===== src/shared/ddic_defines.vh =====
// register map, function codes and timing constants for the input command block
// assumes a 32-bit register port with word addresses in bytes
`ifndef DDIC_DEFINES_VH
`define DDIC_DEFINES_VH

// register byte offsets
`define DDIC_REG_CONFIG        8'h00
`define DDIC_REG_KEYPAD_REF    8'h04
`define DDIC_REG_MIN_REF       8'h08
`define DDIC_REG_INPUT_FUNC    8'h0C
`define DDIC_REG_STATUS        8'h10
`define DDIC_REG_OUT_STATUS    8'h14
`define DDIC_REG_POT_REF       8'h18

// config register fields
`define DDIC_CFG_POTINIT_LSB   0
`define DDIC_CFG_PIDEN_BIT     2
`define DDIC_CFG_WIDTH         3
`define DDIC_CFG_RESET         3'h0

// input function register: 6 bits per input, input n at bits 6n+5..6n
`define DDIC_FUNC_BITS         6
`define DDIC_FUNC_RESET        24'h00_0000
`define DDIC_NUM_INPUTS        4
`define DDIC_NUM_OUTPUTS       5
`define DDIC_REF_RESET         16'h0000

// pot init selector values
`define DDIC_POT_FROM_MIN      2'h0
`define DDIC_POT_FROM_LAST     2'h1
`define DDIC_POT_FROM_KEYPAD   2'h2

// input function codes
`define DDIC_FN_NONE           6'h00
`define DDIC_FN_RUN_STOP       6'h01
`define DDIC_FN_GEN_ENABLE     6'h02
`define DDIC_FN_QUICK_STOP     6'h03
`define DDIC_FN_FWD_RUN        6'h04
`define DDIC_FN_REV_RUN        6'h05
`define DDIC_FN_START          6'h06
`define DDIC_FN_STOP           6'h07
`define DDIC_FN_DIRECTION      6'h08
`define DDIC_FN_LOC_REM        6'h09
`define DDIC_FN_POT_UP         6'h0B
`define DDIC_FN_POT_DOWN       6'h0C
`define DDIC_FN_PRESET         6'h0D
`define DDIC_FN_RAMP2          6'h0E
`define DDIC_FN_NO_EXT_ALARM   6'h12
`define DDIC_FN_NO_EXT_FAULT   6'h13
`define DDIC_FN_FAULT_RESET    6'h14
`define DDIC_FN_PID_MAN_AUTO   6'h16
`define DDIC_FN_LOCK_PROG      6'h1A
`define DDIC_FN_LOAD_USER1     6'h1B
`define DDIC_FN_LOAD_USER2     6'h1C
`define DDIC_FN_THERMISTOR     6'h1D
`define DDIC_FN_FWD_RAMP2      6'h23
`define DDIC_FN_REV_RAMP2      6'h24
`define DDIC_FN_POT_UP_ON      6'h25
`define DDIC_FN_POT_DOWN_OFF   6'h26
`define DDIC_FN_RUN_LOCK       6'h33
`define DDIC_FN_FWD_LOCK       6'h34
`define DDIC_FN_REV_LOCK       6'h35

// pot step period
`define DDIC_CLK_MHZ           50
`define DDIC_POT_STEP_US       1000

`endif


===== src/rtl/ddic_sync.v =====
// two-stage synchroniser for a vector of field inputs
// assumes inputs may change at any time relative to clk
`timescale 1ns/1ps
module ddic_sync #(
   parameter WIDTH = 4
) (
   // clock and reset
   input  wire             clk,
   input  wire             reset_n,
   // data
   input  wire [WIDTH-1:0] asyncIn,
   output wire [WIDTH-1:0] syncOut
);
   reg [WIDTH-1:0] meta_q;
   reg [WIDTH-1:0] sync_q;

   always @(posedge clk or negedge reset_n)
   begin
      if (!reset_n)
      begin
         meta_q <= {WIDTH{1'b0}};
         sync_q <= {WIDTH{1'b0}};
      end
      else
      begin
         meta_q <= asyncIn;
         sync_q <= meta_q;
      end
   end

   assign syncOut = sync_q;
endmodule // ddic_sync


===== src/rtl/ddic_edge.v =====
// edge detector for already synchronised levels
// assumes inputs are synchronous to clk
`timescale 1ns/1ps
module ddic_edge #(
   parameter WIDTH = 4
) (
   // clock and reset
   input  wire             clk,
   input  wire             reset_n,
   // levels and edges
   input  wire [WIDTH-1:0] level,
   output wire [WIDTH-1:0] rise,
   output wire [WIDTH-1:0] change
);
   reg [WIDTH-1:0] prev_q;

   always @(posedge clk or negedge reset_n)
   begin
      if (!reset_n)
         prev_q <= {WIDTH{1'b0}};
      else
         prev_q <= level;
   end

   assign rise   = level & ~prev_q;
   assign change = level ^ prev_q;
endmodule // ddic_edge


===== src/rtl/ddic_top.v =====
// digital input command decoder for a motor drive
// assumes inputs synchronous per settings, one 50 MHz clock, plain register port
// Notes on behaviour
// - run/stop input active runs on accel ramp, inactive stops on decel ramp.
// - general enable active runs; inactive cuts switching pulses at once, motor coasts.
// - quick stop inactive stops the drive on the third ramp time.
// - forward and reverse run are run/stop with a fixed direction.
// - three-wire: start pulse latches run, held only while stop input active.
// - rotation refused unless all enable, quick stop, stop inputs active, start too unless three-wire latched.
// - direction input inactive gives clockwise, active counterclockwise.
// - local/remote input inactive selects local, active selects remote.
// - pot reference start value from minimum, last value, or keypad per selector.
// - both pot inputs active while disabled resets the pot reference.
// - up to three preset inputs form a binary index of eight presets.
// - ramp select input inactive gives first ramp pair, active second.
// - no-external-alarm input inactive raises the external alarm.
// - no-external-fault inactive raises external fault and cuts pulses immediately.
// - fault reset transition clears fault only when its cause has gone.
// - with PID enabled, man/auto picks manual reference or PID output.
// - program lock input active rejects every parameter write.
// - transition on load-user input while drive not running loads that stored user set.
// - thermistor function on the second input forces configuration status.
// - power-up-locked run ignores input active at power-up until re-raised.
// - pot up pulse turns drive on, pot down pulse turns off at minimum.
// - output status word shows outputs one to five in bits 0 to 4.
`timescale 1ns/1ps
`include "ddic_defines.vh"
module ddic_top #(
   parameter POT_STEP_CYCLES = `DDIC_POT_STEP_US * `DDIC_CLK_MHZ
) (
   // clock and reset
   input  wire        clk,
   input  wire        reset_n,
   // register port
   input  wire [7:0]  regAddr,
   input  wire [31:0] regWrData,
   input  wire        regWr,
   input  wire        regRd,
   output reg  [31:0] regRdData,
   // field inputs and output line states
   input  wire [3:0]  digitalInputN,
   input  wire [4:0]  outputLines,
   // drive state from outside
   input  wire        faultCause,
   input  wire        speedAtMin,
   input  wire [15:0] pidOutput,
   input  wire [15:0] localRef,
   // drive commands
   output reg         runCmd,
   output reg         pulseEnable,
   output reg         coastStop,
   output reg         quickStopRamp,
   output reg         dirCcw,
   output reg         remoteSel,
   output reg         secondRamp,
   output reg  [2:0]  presetIndex,
   output reg  [15:0] speedRef,
   output reg  [15:0] potRef,
   // alarms, faults, status
   output reg         extAlarm,
   output reg         extFault,
   output reg         faultActive,
   output reg         paramLock,
   output reg         configurationStatus,
   output reg         loadUser1,
   output reg         loadUser2
);
   // registers
   reg  [`DDIC_CFG_WIDTH-1:0] config_q;
   reg  [15:0]                keypadRef_q;
   reg  [15:0]                minRef_q;
   reg  [23:0]                inputFunc_q;
   reg  [4:0]                 outStatus_q;
   reg  [15:0]                potRef_q;
   reg  [15:0]                potRef_d;
   reg                        faultActive_q;
   reg                        threeWire_q;
   reg                        potOn_q;
   reg                        runPrev_q;
   reg  [3:0]                 armed_q;
   reg  [1:0]                 settle_q;
   reg  [15:0]                stepCnt_q;
   reg                        stepTick;

   wire [3:0]  diLevel;
   wire [3:0]  diRise;
   wire [3:0]  diChange;

   // synchronise and edge-detect inputs
   ddic_sync #(
      .WIDTH   (`DDIC_NUM_INPUTS)
   ) u_sync (
      .clk     (clk),
      .reset_n (reset_n),
      .asyncIn (digitalInputN),
      .syncOut (diLevel)
   );

   ddic_edge #(
      .WIDTH   (`DDIC_NUM_INPUTS)
   ) u_edge (
      .clk     (clk),
      .reset_n (reset_n),
      .level   (diLevel),
      .rise    (diRise),
      .change  (diChange)
   );

   // mask of inputs that carry a given function code
   function [3:0] assigned;
      input [23:0] funcs;
      input [5:0]  code;
      integer      k;
      begin
         assigned = 4'h0;
         for (k = 0; k < 4; k = k + 1)
            assigned[k] = (funcs[k*6 +: 6] == code);
      end
   endfunction

   wire [3:0] mRun      = assigned(inputFunc_q, `DDIC_FN_RUN_STOP);
   wire [3:0] mGe       = assigned(inputFunc_q, `DDIC_FN_GEN_ENABLE);
   wire [3:0] mQs       = assigned(inputFunc_q, `DDIC_FN_QUICK_STOP);
   wire [3:0] mFwd      = assigned(inputFunc_q, `DDIC_FN_FWD_RUN)
                        | assigned(inputFunc_q, `DDIC_FN_FWD_RAMP2);
   wire [3:0] mRev      = assigned(inputFunc_q, `DDIC_FN_REV_RUN)
                        | assigned(inputFunc_q, `DDIC_FN_REV_RAMP2);
   wire [3:0] mStart    = assigned(inputFunc_q, `DDIC_FN_START);
   wire [3:0] mStop     = assigned(inputFunc_q, `DDIC_FN_STOP);
   wire [3:0] mDir      = assigned(inputFunc_q, `DDIC_FN_DIRECTION);
   wire [3:0] mLocRem   = assigned(inputFunc_q, `DDIC_FN_LOC_REM);
   wire [3:0] mUp       = assigned(inputFunc_q, `DDIC_FN_POT_UP);
   wire [3:0] mDown     = assigned(inputFunc_q, `DDIC_FN_POT_DOWN);
   wire [3:0] mUpOn     = assigned(inputFunc_q, `DDIC_FN_POT_UP_ON);
   wire [3:0] mDownOff  = assigned(inputFunc_q, `DDIC_FN_POT_DOWN_OFF);
   wire [3:0] mPreset   = assigned(inputFunc_q, `DDIC_FN_PRESET);
   wire [3:0] mRamp2    = assigned(inputFunc_q, `DDIC_FN_RAMP2)
                        | assigned(inputFunc_q, `DDIC_FN_FWD_RAMP2)
                        | assigned(inputFunc_q, `DDIC_FN_REV_RAMP2);
   wire [3:0] mAlarm    = assigned(inputFunc_q, `DDIC_FN_NO_EXT_ALARM);
   wire [3:0] mFault    = assigned(inputFunc_q, `DDIC_FN_NO_EXT_FAULT);
   wire [3:0] mReset    = assigned(inputFunc_q, `DDIC_FN_FAULT_RESET);
   wire [3:0] mManAuto  = assigned(inputFunc_q, `DDIC_FN_PID_MAN_AUTO);
   wire [3:0] mLock     = assigned(inputFunc_q, `DDIC_FN_LOCK_PROG);
   wire [3:0] mUser1    = assigned(inputFunc_q, `DDIC_FN_LOAD_USER1);
   wire [3:0] mUser2    = assigned(inputFunc_q, `DDIC_FN_LOAD_USER2);
   wire [3:0] mRunLk    = assigned(inputFunc_q, `DDIC_FN_RUN_LOCK);
   wire [3:0] mFwdLk    = assigned(inputFunc_q, `DDIC_FN_FWD_LOCK);
   wire [3:0] mRevLk    = assigned(inputFunc_q, `DDIC_FN_REV_LOCK);

   // locked run inputs count only once re-armed
   wire [3:0] lockLevel = diLevel & armed_q;
   wire [3:0] mAnyLk    = mRunLk | mFwdLk | mRevLk;

   wire fwdAct   = |((mFwd & diLevel) | (mFwdLk & lockLevel));
   wire revAct   = |((mRev & diLevel) | (mRevLk & lockLevel));
   wire runAct   = |(mRun & diLevel) | |(mRunLk & lockLevel);
   wire stopAct  = ((mStop & diLevel) == mStop);
   wire hasRun   = |(mRun | mFwd | mRev | mStart | mAnyLk | mUpOn);

   // enable, quick stop and stop inputs must be active; start too unless three-wire latched
   wire gateOk   = ((mGe & diLevel) == mGe)
                 & ((mQs & diLevel) == mQs)
                 & ((mStart & diLevel) == mStart | threeWire_q)
                 & stopAct;
   wire fwdRevOk = ~(|(mFwd | mRev)) | fwdAct | revAct;

   wire geInactive  = |(mGe & ~diLevel);
   wire qsInactive  = |(mQs & ~diLevel);
   wire faultIn     = |(mFault & ~diLevel);
   wire upAct       = |((mUp | mUpOn) & diLevel);
   wire downAct     = |((mDown | mDownOff) & diLevel);
   wire pidEnable   = config_q[`DDIC_CFG_PIDEN_BIT];
   wire [1:0] potInitSel = config_q[`DDIC_CFG_POTINIT_LSB +: 2];
   wire runReq      = hasRun & gateOk & fwdRevOk
                    & (runAct | fwdAct | revAct | threeWire_q | potOn_q);
   wire runGo       = runReq & ~faultActive_q & ~faultIn;
   wire wrAllowed   = ~(|(mLock & diLevel));

   // pot step divider
   always @(posedge clk or negedge reset_n)
   begin
      if (!reset_n)
      begin
         stepCnt_q <= 16'h0000;
         stepTick  <= 1'b0;
      end
      else if (stepCnt_q == POT_STEP_CYCLES[15:0] - 16'h0001)
      begin
         stepCnt_q <= 16'h0000;
         stepTick  <= 1'b1;
      end
      else
      begin
         stepCnt_q <= stepCnt_q + 16'h0001;
         stepTick  <= 1'b0;
      end
   end

   // register writes
   always @(posedge clk or negedge reset_n)
   begin
      if (!reset_n)
      begin
         config_q    <= `DDIC_CFG_RESET;
         keypadRef_q <= `DDIC_REF_RESET;
         minRef_q    <= `DDIC_REF_RESET;
         inputFunc_q <= `DDIC_FUNC_RESET;
      end
      else if (regWr && wrAllowed)
      begin
         case (regAddr)
            `DDIC_REG_CONFIG:     config_q    <= regWrData[`DDIC_CFG_WIDTH-1:0];
            `DDIC_REG_KEYPAD_REF: keypadRef_q <= regWrData[15:0];
            `DDIC_REG_MIN_REF:    minRef_q    <= regWrData[15:0];
            `DDIC_REG_INPUT_FUNC: inputFunc_q <= regWrData[23:0];
            default:              config_q    <= config_q;
         endcase
      end
   end

   // run-latch state: three-wire, pot turn-on, power-up arming
   always @(posedge clk or negedge reset_n)
   begin
      if (!reset_n)
      begin
         threeWire_q <= 1'b0;
         potOn_q     <= 1'b0;
         armed_q     <= 4'h0;
         settle_q    <= 2'h0;
         runPrev_q   <= 1'b0;
      end
      else
      begin
         runPrev_q <= runGo;
         if (settle_q != 2'h3)
            settle_q <= settle_q + 2'h1;
         else
            armed_q <= armed_q | ~diLevel;
         if (!stopAct)
            threeWire_q <= 1'b0;
         else if (|(mStart & diRise))
            threeWire_q <= 1'b1;
         if (|(mUpOn & diRise))
            potOn_q <= 1'b1;
         else if (|(mDownOff & diRise) && speedAtMin)
            potOn_q <= 1'b0;
      end
   end

   // pot reference
   always @*
   begin
      potRef_d = potRef_q;
      if (runGo && !runPrev_q)
      begin
         case (potInitSel)
            `DDIC_POT_FROM_MIN:    potRef_d = minRef_q;
            `DDIC_POT_FROM_LAST:   potRef_d = potRef_q;
            `DDIC_POT_FROM_KEYPAD: potRef_d = keypadRef_q;
            default:               potRef_d = minRef_q;
         endcase
      end
      else if (!runGo && upAct && downAct)
         potRef_d = minRef_q;
      else if (runGo && stepTick && upAct && !downAct && potRef_q != 16'hFFFF)
         potRef_d = potRef_q + 16'h0001;
      else if (runGo && stepTick && downAct && !upAct && potRef_q > minRef_q)
         potRef_d = potRef_q - 16'h0001;
   end

   // fault state: new fault wins over reset
   always @(posedge clk or negedge reset_n)
   begin
      if (!reset_n)
      begin
         potRef_q      <= `DDIC_REF_RESET;
         faultActive_q <= 1'b0;
      end
      else
      begin
         potRef_q <= potRef_d;
         if (faultIn || faultCause)
            faultActive_q <= 1'b1;
         else if (faultActive_q && |(mReset & diChange))
            faultActive_q <= 1'b0;
      end
   end

   // command outputs
   always @(posedge clk or negedge reset_n)
   begin
      if (!reset_n)
      begin
         runCmd              <= 1'b0;
         pulseEnable         <= 1'b0;
         coastStop           <= 1'b0;
         quickStopRamp       <= 1'b0;
         dirCcw              <= 1'b0;
         remoteSel           <= 1'b0;
         secondRamp          <= 1'b0;
         presetIndex         <= 3'h0;
         speedRef            <= 16'h0000;
         potRef              <= 16'h0000;
         extAlarm            <= 1'b0;
         extFault            <= 1'b0;
         faultActive         <= 1'b0;
         paramLock           <= 1'b0;
         configurationStatus <= 1'b0;
         loadUser1           <= 1'b0;
         loadUser2           <= 1'b0;
      end
      else
      begin
         runCmd        <= runGo;
         coastStop     <= geInactive | faultIn;
         pulseEnable   <= runGo & ~geInactive & ~faultIn & ~qsInactive;
         quickStopRamp <= qsInactive;
         if (fwdAct)
            dirCcw <= 1'b0;
         else if (revAct)
            dirCcw <= 1'b1;
         else
            dirCcw <= |(mDir & diLevel);
         remoteSel     <= |(mLocRem & diLevel);
         secondRamp    <= |(mRamp2 & diLevel);
         presetIndex   <= presetBits(mPreset, diLevel);
         if (pidEnable && |(mManAuto & diLevel))
            speedRef <= pidOutput;
         else if (pidEnable && |mManAuto)
            speedRef <= localRef;
         else
            speedRef <= potRef_q;
         potRef        <= potRef_q;
         extAlarm      <= |(mAlarm & ~diLevel);
         extFault      <= faultIn;
         faultActive   <= faultActive_q;
         paramLock     <= ~wrAllowed;
         configurationStatus <= (inputFunc_q[11:6] == `DDIC_FN_THERMISTOR);
         loadUser1     <= ~runGo & |(mUser1 & diChange);
         loadUser2     <= ~runGo & |(mUser2 & diChange);
      end
   end

   // preset index: assigned inputs fill bits in input order
   function [2:0] presetBits;
      input [3:0] mask;
      input [3:0] lvl;
      integer     k;
      integer     n;
      begin
         presetBits = 3'h0;
         n = 0;
         for (k = 0; k < 4; k = k + 1)
         begin
            if (mask[k] && n < 3)
            begin
               presetBits[n] = lvl[k];
               n = n + 1;
            end
         end
      end
   endfunction

   // output line capture
   always @(posedge clk or negedge reset_n)
   begin
      if (!reset_n)
         outStatus_q <= 5'h00;
      else
         outStatus_q <= outputLines;
   end

   // register reads, data one cycle after strobe
   always @(posedge clk or negedge reset_n)
   begin
      if (!reset_n)
         regRdData <= 32'h0000_0000;
      else if (regRd)
      begin
         case (regAddr)
            `DDIC_REG_CONFIG:     regRdData <= {29'h0, config_q};
            `DDIC_REG_KEYPAD_REF: regRdData <= {16'h0000, keypadRef_q};
            `DDIC_REG_MIN_REF:    regRdData <= {16'h0000, minRef_q};
            `DDIC_REG_INPUT_FUNC: regRdData <= {8'h00, inputFunc_q};
            `DDIC_REG_STATUS:     regRdData <= {20'h0_0000, configurationStatus,
                                                paramLock, faultActive_q, extFault,
                                                extAlarm, dirCcw, runCmd, pulseEnable,
                                                diLevel};
            `DDIC_REG_OUT_STATUS: regRdData <= {27'h000_0000, outStatus_q};
            `DDIC_REG_POT_REF:    regRdData <= {16'h0000, potRef_q};
            default:              regRdData <= 32'h0000_0000;
         endcase
      end
      else
         regRdData <= 32'h0000_0000;
   end
endmodule // ddic_top


===== config.mk =====
export PLATFORM = sky130hd
export DESIGN_NAME = ddic_top
export DESIGN_NICKNAME = d
export VERILOG_FILES = /design/src/rtl/ddic_sync.v /design/src/rtl/ddic_edge.v /design/src/rtl/ddic_top.v
export VERILOG_INCLUDE_DIRS = /design/src /design/src/shared
export SDC_FILE = /design/constraint.sdc
export NUM_CORES = 1
export LEC_CHECK = 0
export BUFFER_PORTS_ARGS = -buffer_cell sky130_fd_sc_hd__buf_2
export CAP_MARGIN = 20
export CELL_PAD_IN_SITES_DETAIL_PLACEMENT = 0
export CELL_PAD_IN_SITES_GLOBAL_PLACEMENT = 1
export CORE_AREA = 2 2 162 164
export DETAILED_ROUTE_END_ITERATION = 7
export DIE_AREA = 0 0 164 166
export PLACE_DENSITY_LB_ADDON = 0.2
export SYNTH_ARGS = -nofsm -noshare
export SYNTH_HDL_FRONTEND = slang
export SYNTH_SLANG_ARGS = --single-unit
export TNS_END_PERCENT = 50

===== constraint.sdc =====
create_clock -name clk -period 6.12 [get_ports clk]
set_input_delay 0.918 -clock clk [delete_from_list [all_inputs] [get_ports clk]]
set_output_delay 0.918 -clock clk [all_outputs]
set_load 0.01 [all_outputs]

### After elaboration in Yosys (flattened, before gate mapping)

Index checks and enable logic that the tools add are counted.

| word-level totals | value |
|---|---|
| register bits after elaboration | 199 |
| latch bits | 0 |
| memory bits (writable) | 0 |
| bits in read-only memories | 0 |
| word-level logic and storage cells | 348 |
| memories | 0 |

| operators by class | value |
|---|---|
| add/sub/neg operators | 6 |
| multiply operators | 0 |
| div/mod/pow operators | 0 |
| order comparisons | 10 |
| eq/ne operators | 126 |
| shift operators | 0 |
| muxes and demuxes | 35 |
| bitwise logic cells | 78 |
| reductions and logical operators | 59 |

Operator list:

| kind | number |
|---|---|
| 6-bit by 5-bit == test with 1-bit output (second input constant) | 29 |
| 6-bit == test (second input constant) | 28 |
| 24-bit one-hot mux with 7 select lines | 1 |
| 6-bit by 4-bit == test with 1-bit output (second input constant) | 24 |
| 4-bit AND | 29 |
| 16-bit two-way mux | 7 |
| 6-bit by 3-bit == test with 1-bit output (second input constant) | 16 |
| 32-bit by 1-bit >= comparator with 1-bit output (second input constant) | 3 |
| 32-bit by 3-bit < comparator with 1-bit output (second input constant) | 3 |
| 32-bit by 4-bit < comparator with 1-bit output (second input constant) | 3 |
| 4-bit OR reduction | 24 |
| 4-bit bitwise OR | 17 |
| 32-bit by 2-bit adder with 32-bit output (second input constant) | 2 |
| 32-bit two-way mux | 2 |
| 6-bit by 2-bit == test with 1-bit output (second input constant) | 8 |
| 16-bit by 1-bit adder with 16-bit output (second input constant) | 2 |
| 16-bit one-hot mux with 2 select lines | 1 |
| 6-bit by 1-bit == test with 1-bit output (second input constant) | 4 |
| 8-bit by 5-bit == test with 1-bit output (second input constant) | 3 |
| 24-bit two-way mux | 1 |
| 1-bit logical AND | 21 |
| 16-bit == test (second input constant) | 1 |
| 4-bit == test | 4 |
| 8-bit by 4-bit == test with 1-bit output (second input constant) | 2 |
| other kinds (24) | 79 |

### Depth between registers and ports, before layout

| depth | value |
|---|---|
| word-level depth | 21 |
| mapped depth | 18 |

### Cells and area by module

Synthesis repeated with hierarchy kept, for this count alone.

| unflattened totals | value |
|---|---|
| cell total of the unflattened synthesis | 1,141 |
| area, all modules | 11,125.7 um^2 |

Modules (own cells, without submodules):

| module | times used | cells an instance | area an instance (um^2) |
|---|---|---|---|
| ddic_top | 1 | 1,117 | 10,745.3 |
| ddic_sync | 1 | 8 | 200.2 |
| ddic_edge | 1 | 16 | 180.2 |

### Worst setup path before layout

No wires, ideal clock.

| timing | value |
|---|---|
| path kind | register -> register |
| start | register inputFunc_q[18] |
| end | register potRef_q[15] |
| setup time | 0.082 ns |
| data arrival time | 4.745 ns |
| required time | 6.038 ns |
| setup slack | 1.293 ns |
| stages on the path, launching flop included | 18 |
| path through | dfrtp_1 buf_6 nor4bb_1 nor3b_1 or4_4 nand4b_4 a2111oi_4 nand4_1 ha_1 a211oi_1 nor2_1 o31a_1 a21o_1 o41ai_1 o21ai_0 xor2_1 a221o_1 a22oi_2 |

| between the ends | value |
|---|---|
| elaborated cells on any way between the ends | 94 |
| classes of those cells | eq/ne (22); mux (3); bitwise (45); reduce/logical (24) |

RTL lines:

| element | RTL line | source |
|---|---|---|
| start, declared | ddic_top.v:72 | `reg [23:0] inputFunc_q;` |
| start signal, assigned | ddic_top.v:208 | `` inputFunc_q <= `DDIC_FUNC_RESET; `` |
| start signal, assigned | ddic_top.v:216 | `` `DDIC_REG_INPUT_FUNC: inputFunc_q <= regWrData[23:0]; `` |
| 6-bit by 5-bit == test with 1-bit output * | ddic_top.v:117 | `assigned[k] = (funcs[k*6 +: 6] == code);` |
| 4-bit AND * | ddic_top.v:170 | `wire faultIn = \|(mFault & ~diLevel);` |
| 4-bit OR reduction * | ddic_top.v:170 |  |
| via faultIn | ddic_top.v:170 |  |
| 1-bit NOT * | ddic_top.v:177 | `wire runGo = runReq & ~faultActive_q & ~faultIn;` |
| 1-bit AND * | ddic_top.v:177 |  |
| 1-bit logical AND | ddic_top.v:266, ddic_top.v:268 |  |
| 1-bit logical AND (3 in a row) | ddic_top.v:266 | `else if (runGo && stepTick && upAct && !downAct && potRef_q != 16'hFFFF)` |
| 16-bit two-way mux | ddic_top.v:266 |  |
| 16-bit two-way mux | ddic_top.v:264 | `else if (!runGo && upAct && downAct)` |
| 16-bit two-way mux | ddic_top.v:255 | `if (runGo && !runPrev_q)` |
| end signal, assigned | ddic_top.v:277 | `` potRef_q <= `DDIC_REF_RESET; `` |
| end signal, assigned | ddic_top.v:282 | `potRef_q <= potRef_d;` |
| end, declared | ddic_top.v:74 | `reg [15:0] potRef_q;` |

Mark *: on every way through the listed nets, which the timed path passes. The rest lies on a longest branch.
A chain may end at the register's enable or synchronous reset.

### Worst setup path after layout

| timing | value |
|---|---|
| start | register inputFunc_q[7] |
| end | register potRef_q[15] |

| between the ends | value |
|---|---|
| word-level cells in the longest chain between the ends | 20 |
| elaborated cells on any way between the ends | 94 |
| classes of those cells | eq/ne (22); mux (3); bitwise (45); reduce/logical (24) |

Ends and longest elaborated chain:

| element | RTL line | source |
|---|---|---|
| 6-bit by 3-bit == test with 1-bit output or 6-bit == test (tied branches) | ddic_top.v:117 |  |
| 4-bit bitwise OR | ddic_top.v:124 | `` wire [3:0] mFwd = assigned(inputFunc_q, `DDIC_FN_FWD_RUN) `` |
| 4-bit bitwise OR (5 in a row) | ddic_top.v:159 | `wire hasRun = \|(mRun \| mFwd \| mRev \| mStart \| mAnyLk \| mUpOn);` |
| 4-bit OR reduction | ddic_top.v:159 |  |
| 1-bit AND (2 in a row) | ddic_top.v:175 | `wire runReq = hasRun & gateOk & fwdRevOk` |
| 1-bit AND | ddic_top.v:176 | `& (runAct \| fwdAct \| revAct \| threeWire_q \| potOn_q);` |
| 1-bit AND (2 in a row) | ddic_top.v:177 |  |
| 1-bit logical AND | ddic_top.v:266, ddic_top.v:268 |  |
| 1-bit logical AND (3 in a row) | ddic_top.v:266 |  |
| 16-bit two-way mux | ddic_top.v:266 |  |
| 16-bit two-way mux | ddic_top.v:264 |  |
| 16-bit two-way mux | ddic_top.v:255 |  |

Several ways; a longest one is shown, not always the timed one.

==> metrics.yaml <==
routabilityCongestion: 0.963
synth.area.top_cells: "dfrtp_1 42%, mux2_2 6.5%, ha_1 4.3%"
area_delta_synth_final_pct: 14.5
rows: 59
yosys.area.top_type: "dfrtp_1"
fp.coreArea_sq_um: 25600
clkTransAtPathRegs_ps: 90
cts_num_sinks: 191
crit_fanout: 20
cts_max_level: 4
wl_per_cell_um: 21.7
cp.arrival_ps: 5870
clk_latency_ps: 450
worstPathRequired_ps: 6490
post-cts-setup-buffer-count: 0
drtIter0Drc: 988
r2r_start: "inputFunc_q[7]$_DFFE_PN0P_"
drc: 0
drt_pass1_iterations: 6
final_layout_size_suffix_gt1_share_pct: 24.0
synthArstFlopShare_pct: 100
min_period_over_period_pct: 89.8
worst_slew_margin_rel_pct: 24.6
ys_types: 94
cap_viol_max_count: 0
portBuffers: 151
cp_slowest_stage_delay_ps: 980
r2r_end: "potRef_q[15]$_DFFE_PN0P_"
die_width_um: 164
tns_ps: 0
slew_viol_final: 0
hold_class: "reg2reg"
cp-end-kind: "flip-flop"
hold_ws_ps: 352
r2r_cells: 17
ys.warnings.count: 0
ff2ff_setup_slack_ps: 620
grt_max_degree: 75
cp_slowest_cell: "a2111oi_0"
p_sw_share_pct: 30.2
synth_top_area_share_pct: 42.1
holdBufCountCts: 0
worstSetupPathType: "reg2reg"
worst_clock_skew_ps: 13.5
seqPwrFrac_pct: 47.0
grt_pass1_vias: 8976
ff_latch_area_sq_um: 4780
crit_path_frequent_cell: "o41ai_1"
outcome: "finished, final reports clean"
multi_input_area_sq_um: 6070
hold_viol_final: 0
grt-ovfl-total: 0
synth.avg_cell_area_sq_um: 9.84
dieArea_sq_um: 27200
wirelength_um: 35100
crit_chain: "or3_1, a2111oi_0, nor4_1, o41ai_1, a21bo_2, nand4_1, buf_4, ha_1, a211oi_1, nor2_1, o31a_1, a21o_1, o41ai_1, o21ai_0, xor2_1, a221o_1, a22oi_2"
p_per_area_nw_per_um2: 220
place_hpwl_um: 26200
syn_inst: 1154
synth_most_common_cell: "dfrtp_1"
internal-power_mw: 2.00
fill_cells: 2418
yosys-top-cells-count: "191 x dfrtp_1, 98 x nand2_1, 90 x nor2_1"
ant_nets: 0
synth-edff-count: 0
dp_cells: 1586
cp-endpoint: "potRef_q[15]$_DFFE_PN0P_"
rsz0062_at_grt: "no"
nets: 1398
clock.fmax_mhz: 182
cts_resized: 0
cp-start-kind: "flip-flop"
grt_pass1_wl_um: 54300
cts_buffers: 17
synth_flop_cell: "dfrtp_1"
io-pin-count: 168
cts_root_buf: "clkbuf_16"
yosysSeqAreaShare_pct: 42.1
ys_ff_latch: 191
antenna_found_initial: 0
grt_usage_pct: 26.1
ir_drop_uv: 158
combPwrFrac_pct: 10.6
crit_path_start: "inputFunc_q[7]$_DFFE_PN0P_"
layout_min_cycle_time_ps: 5500
cts_buffer_depth: 2
antennaDiodeCount: 0
worst_pin_slew_ps: 1100
synth_area_sq_um: 11400
die_y_um: 166
final_cells: 1618
start_util_pct: 44.3
setup_violations: 0
p_leak_nw: 6.18
cts_tree: "yes"
p_sw_mw: 0.866
pwr-share-clk_pct: 42.4
num_vias: 9535
vias_per_cell: 5.89
## how the worst min path moves through the flow
| stage | cells past startpoint | from | slack [ps] | to |
|---|---|---|---|---|
| floorplan | 0 | u_sync.meta_q[0]$_DFF_PN0_ | 330 | u_sync.syncOut[0]$_DFF_PN0_ |
| global placement | 0 | u_sync.meta_q[1]$_DFF_PN0_ | 330 | u_sync.syncOut[1]$_DFF_PN0_ |
| detailed placement | 0 | u_sync.meta_q[0]$_DFF_PN0_ | 330 | u_sync.syncOut[0]$_DFF_PN0_ |
| CTS | 0 | u_sync.meta_q[1]$_DFF_PN0_ | 350 | u_sync.syncOut[1]$_DFF_PN0_ |
| global route | 0 | u_sync.meta_q[1]$_DFF_PN0_ | 350 | u_sync.syncOut[1]$_DFF_PN0_ |
| finish | 0 | u_sync.meta_q[1]$_DFF_PN0_ | 350 | u_sync.syncOut[1]$_DFF_PN0_ |
## per-layer routing
| layer | wire [um] | vias up | track usage (%) |
|---|---|---|---|
| li1 | - | 4463 | - |
| met1 | 17200 | 4730 | 40.6 |
| met2 | 15300 | 312 | 37.6 |
| met3 | 2170 | 30 | 4.80 |
| met4 | 490 | 0 | 5.80 |
| met5 | 0 | - | 0 |
## worst max-delay path, delay by kind of cell (launching register included)
| family | cells | cell delay [ps] |
|---|---|---|
| DFF | 1 | 590 |
| buffers and inverters | 1 | 270 |
| AOI/OAI and AO/OA | 10 | 3260 |
| adders and majority gates | 1 | 310 |
| and+or+nand+nor | 4 | 800 |
| xor gates and xnor gates | 1 | 200 |
## sequential cells by signal, summed over array words and instances (netlist names), 2 cells and up
register        cells
presetIndex         3
speedRef           16
outStatus_q         5
regRdData          24
u_sync.meta_q       4
u_edge.prev_q       4
potRef_q           16
armed_q             4
u_sync.syncOut      4
config_q            3
keypadRef_q        16
settle_q            2
stepCnt_q          16
inputFunc_q        24
minRef_q           16
potRef             16
## stage by stage
step                util (%)  power [mW]  cell area, sq um  setup WS, ps
floorplan                  -        1.55             11400          1290
global placement        48.3        1.67             12400           722
detailed placement      48.3        1.67             12400           671
CTS                     50.8        2.88             13000           640
global route            50.8        2.98             13000           313
finish                  50.8        2.86             13000           622
## kinds of logic (layout without fill, tap and decap cells)
group	after synthesis	count (layout)	synth area share, %
AOI/OAI and AO/OA	232	232	15.2
DFF	191	191	42.1
other	1	8	0.0330
buffers and inverters	127	249	4.88
and+or+nand+nor	430	430	20.8
muxes	104	104	10.2
adders and majority gates	41	41	4.65
xor gates and xnor gates	28	28	2.16
## cell type report
cell class | instances | share of cell area [%]
clock inverters | 15 | 1.66
inverters | 46 | 1.33
clock buffers | 17 | 3.27
well taps | 335 | 3.22
repair buffers | 171 | 7.03
multi-input cells | 843 | 46.7
flip-flops and latches | 191 | 36.8
## power by group through the flow
stage,logic [mW],registers [mW],clock network (mW)
finish,0.304,1.35,1.21
global route,0.336,1.35,1.29
CTS,0.303,1.34,1.24
detailed placement,0.302,1.37,0
global placement,0.301,1.37,0
floorplan,0.209,1.34,0
## placed cells by master, fill, tap and decap left out, types with 20 or more instances in the layout
cell,count
dfrtp_1,191
buf_2,150
nand2_1,98
nor2_1,89
mux2_2,66
inv_1,46
a21oi_1,43
o21ai_0,40
ha_1,39
mux2i_1,32
nand3_1,29
nor3_1,24
nand4_1,23
nand2b_1,21
buf_4,20
(Power assumes the default switching activity.)
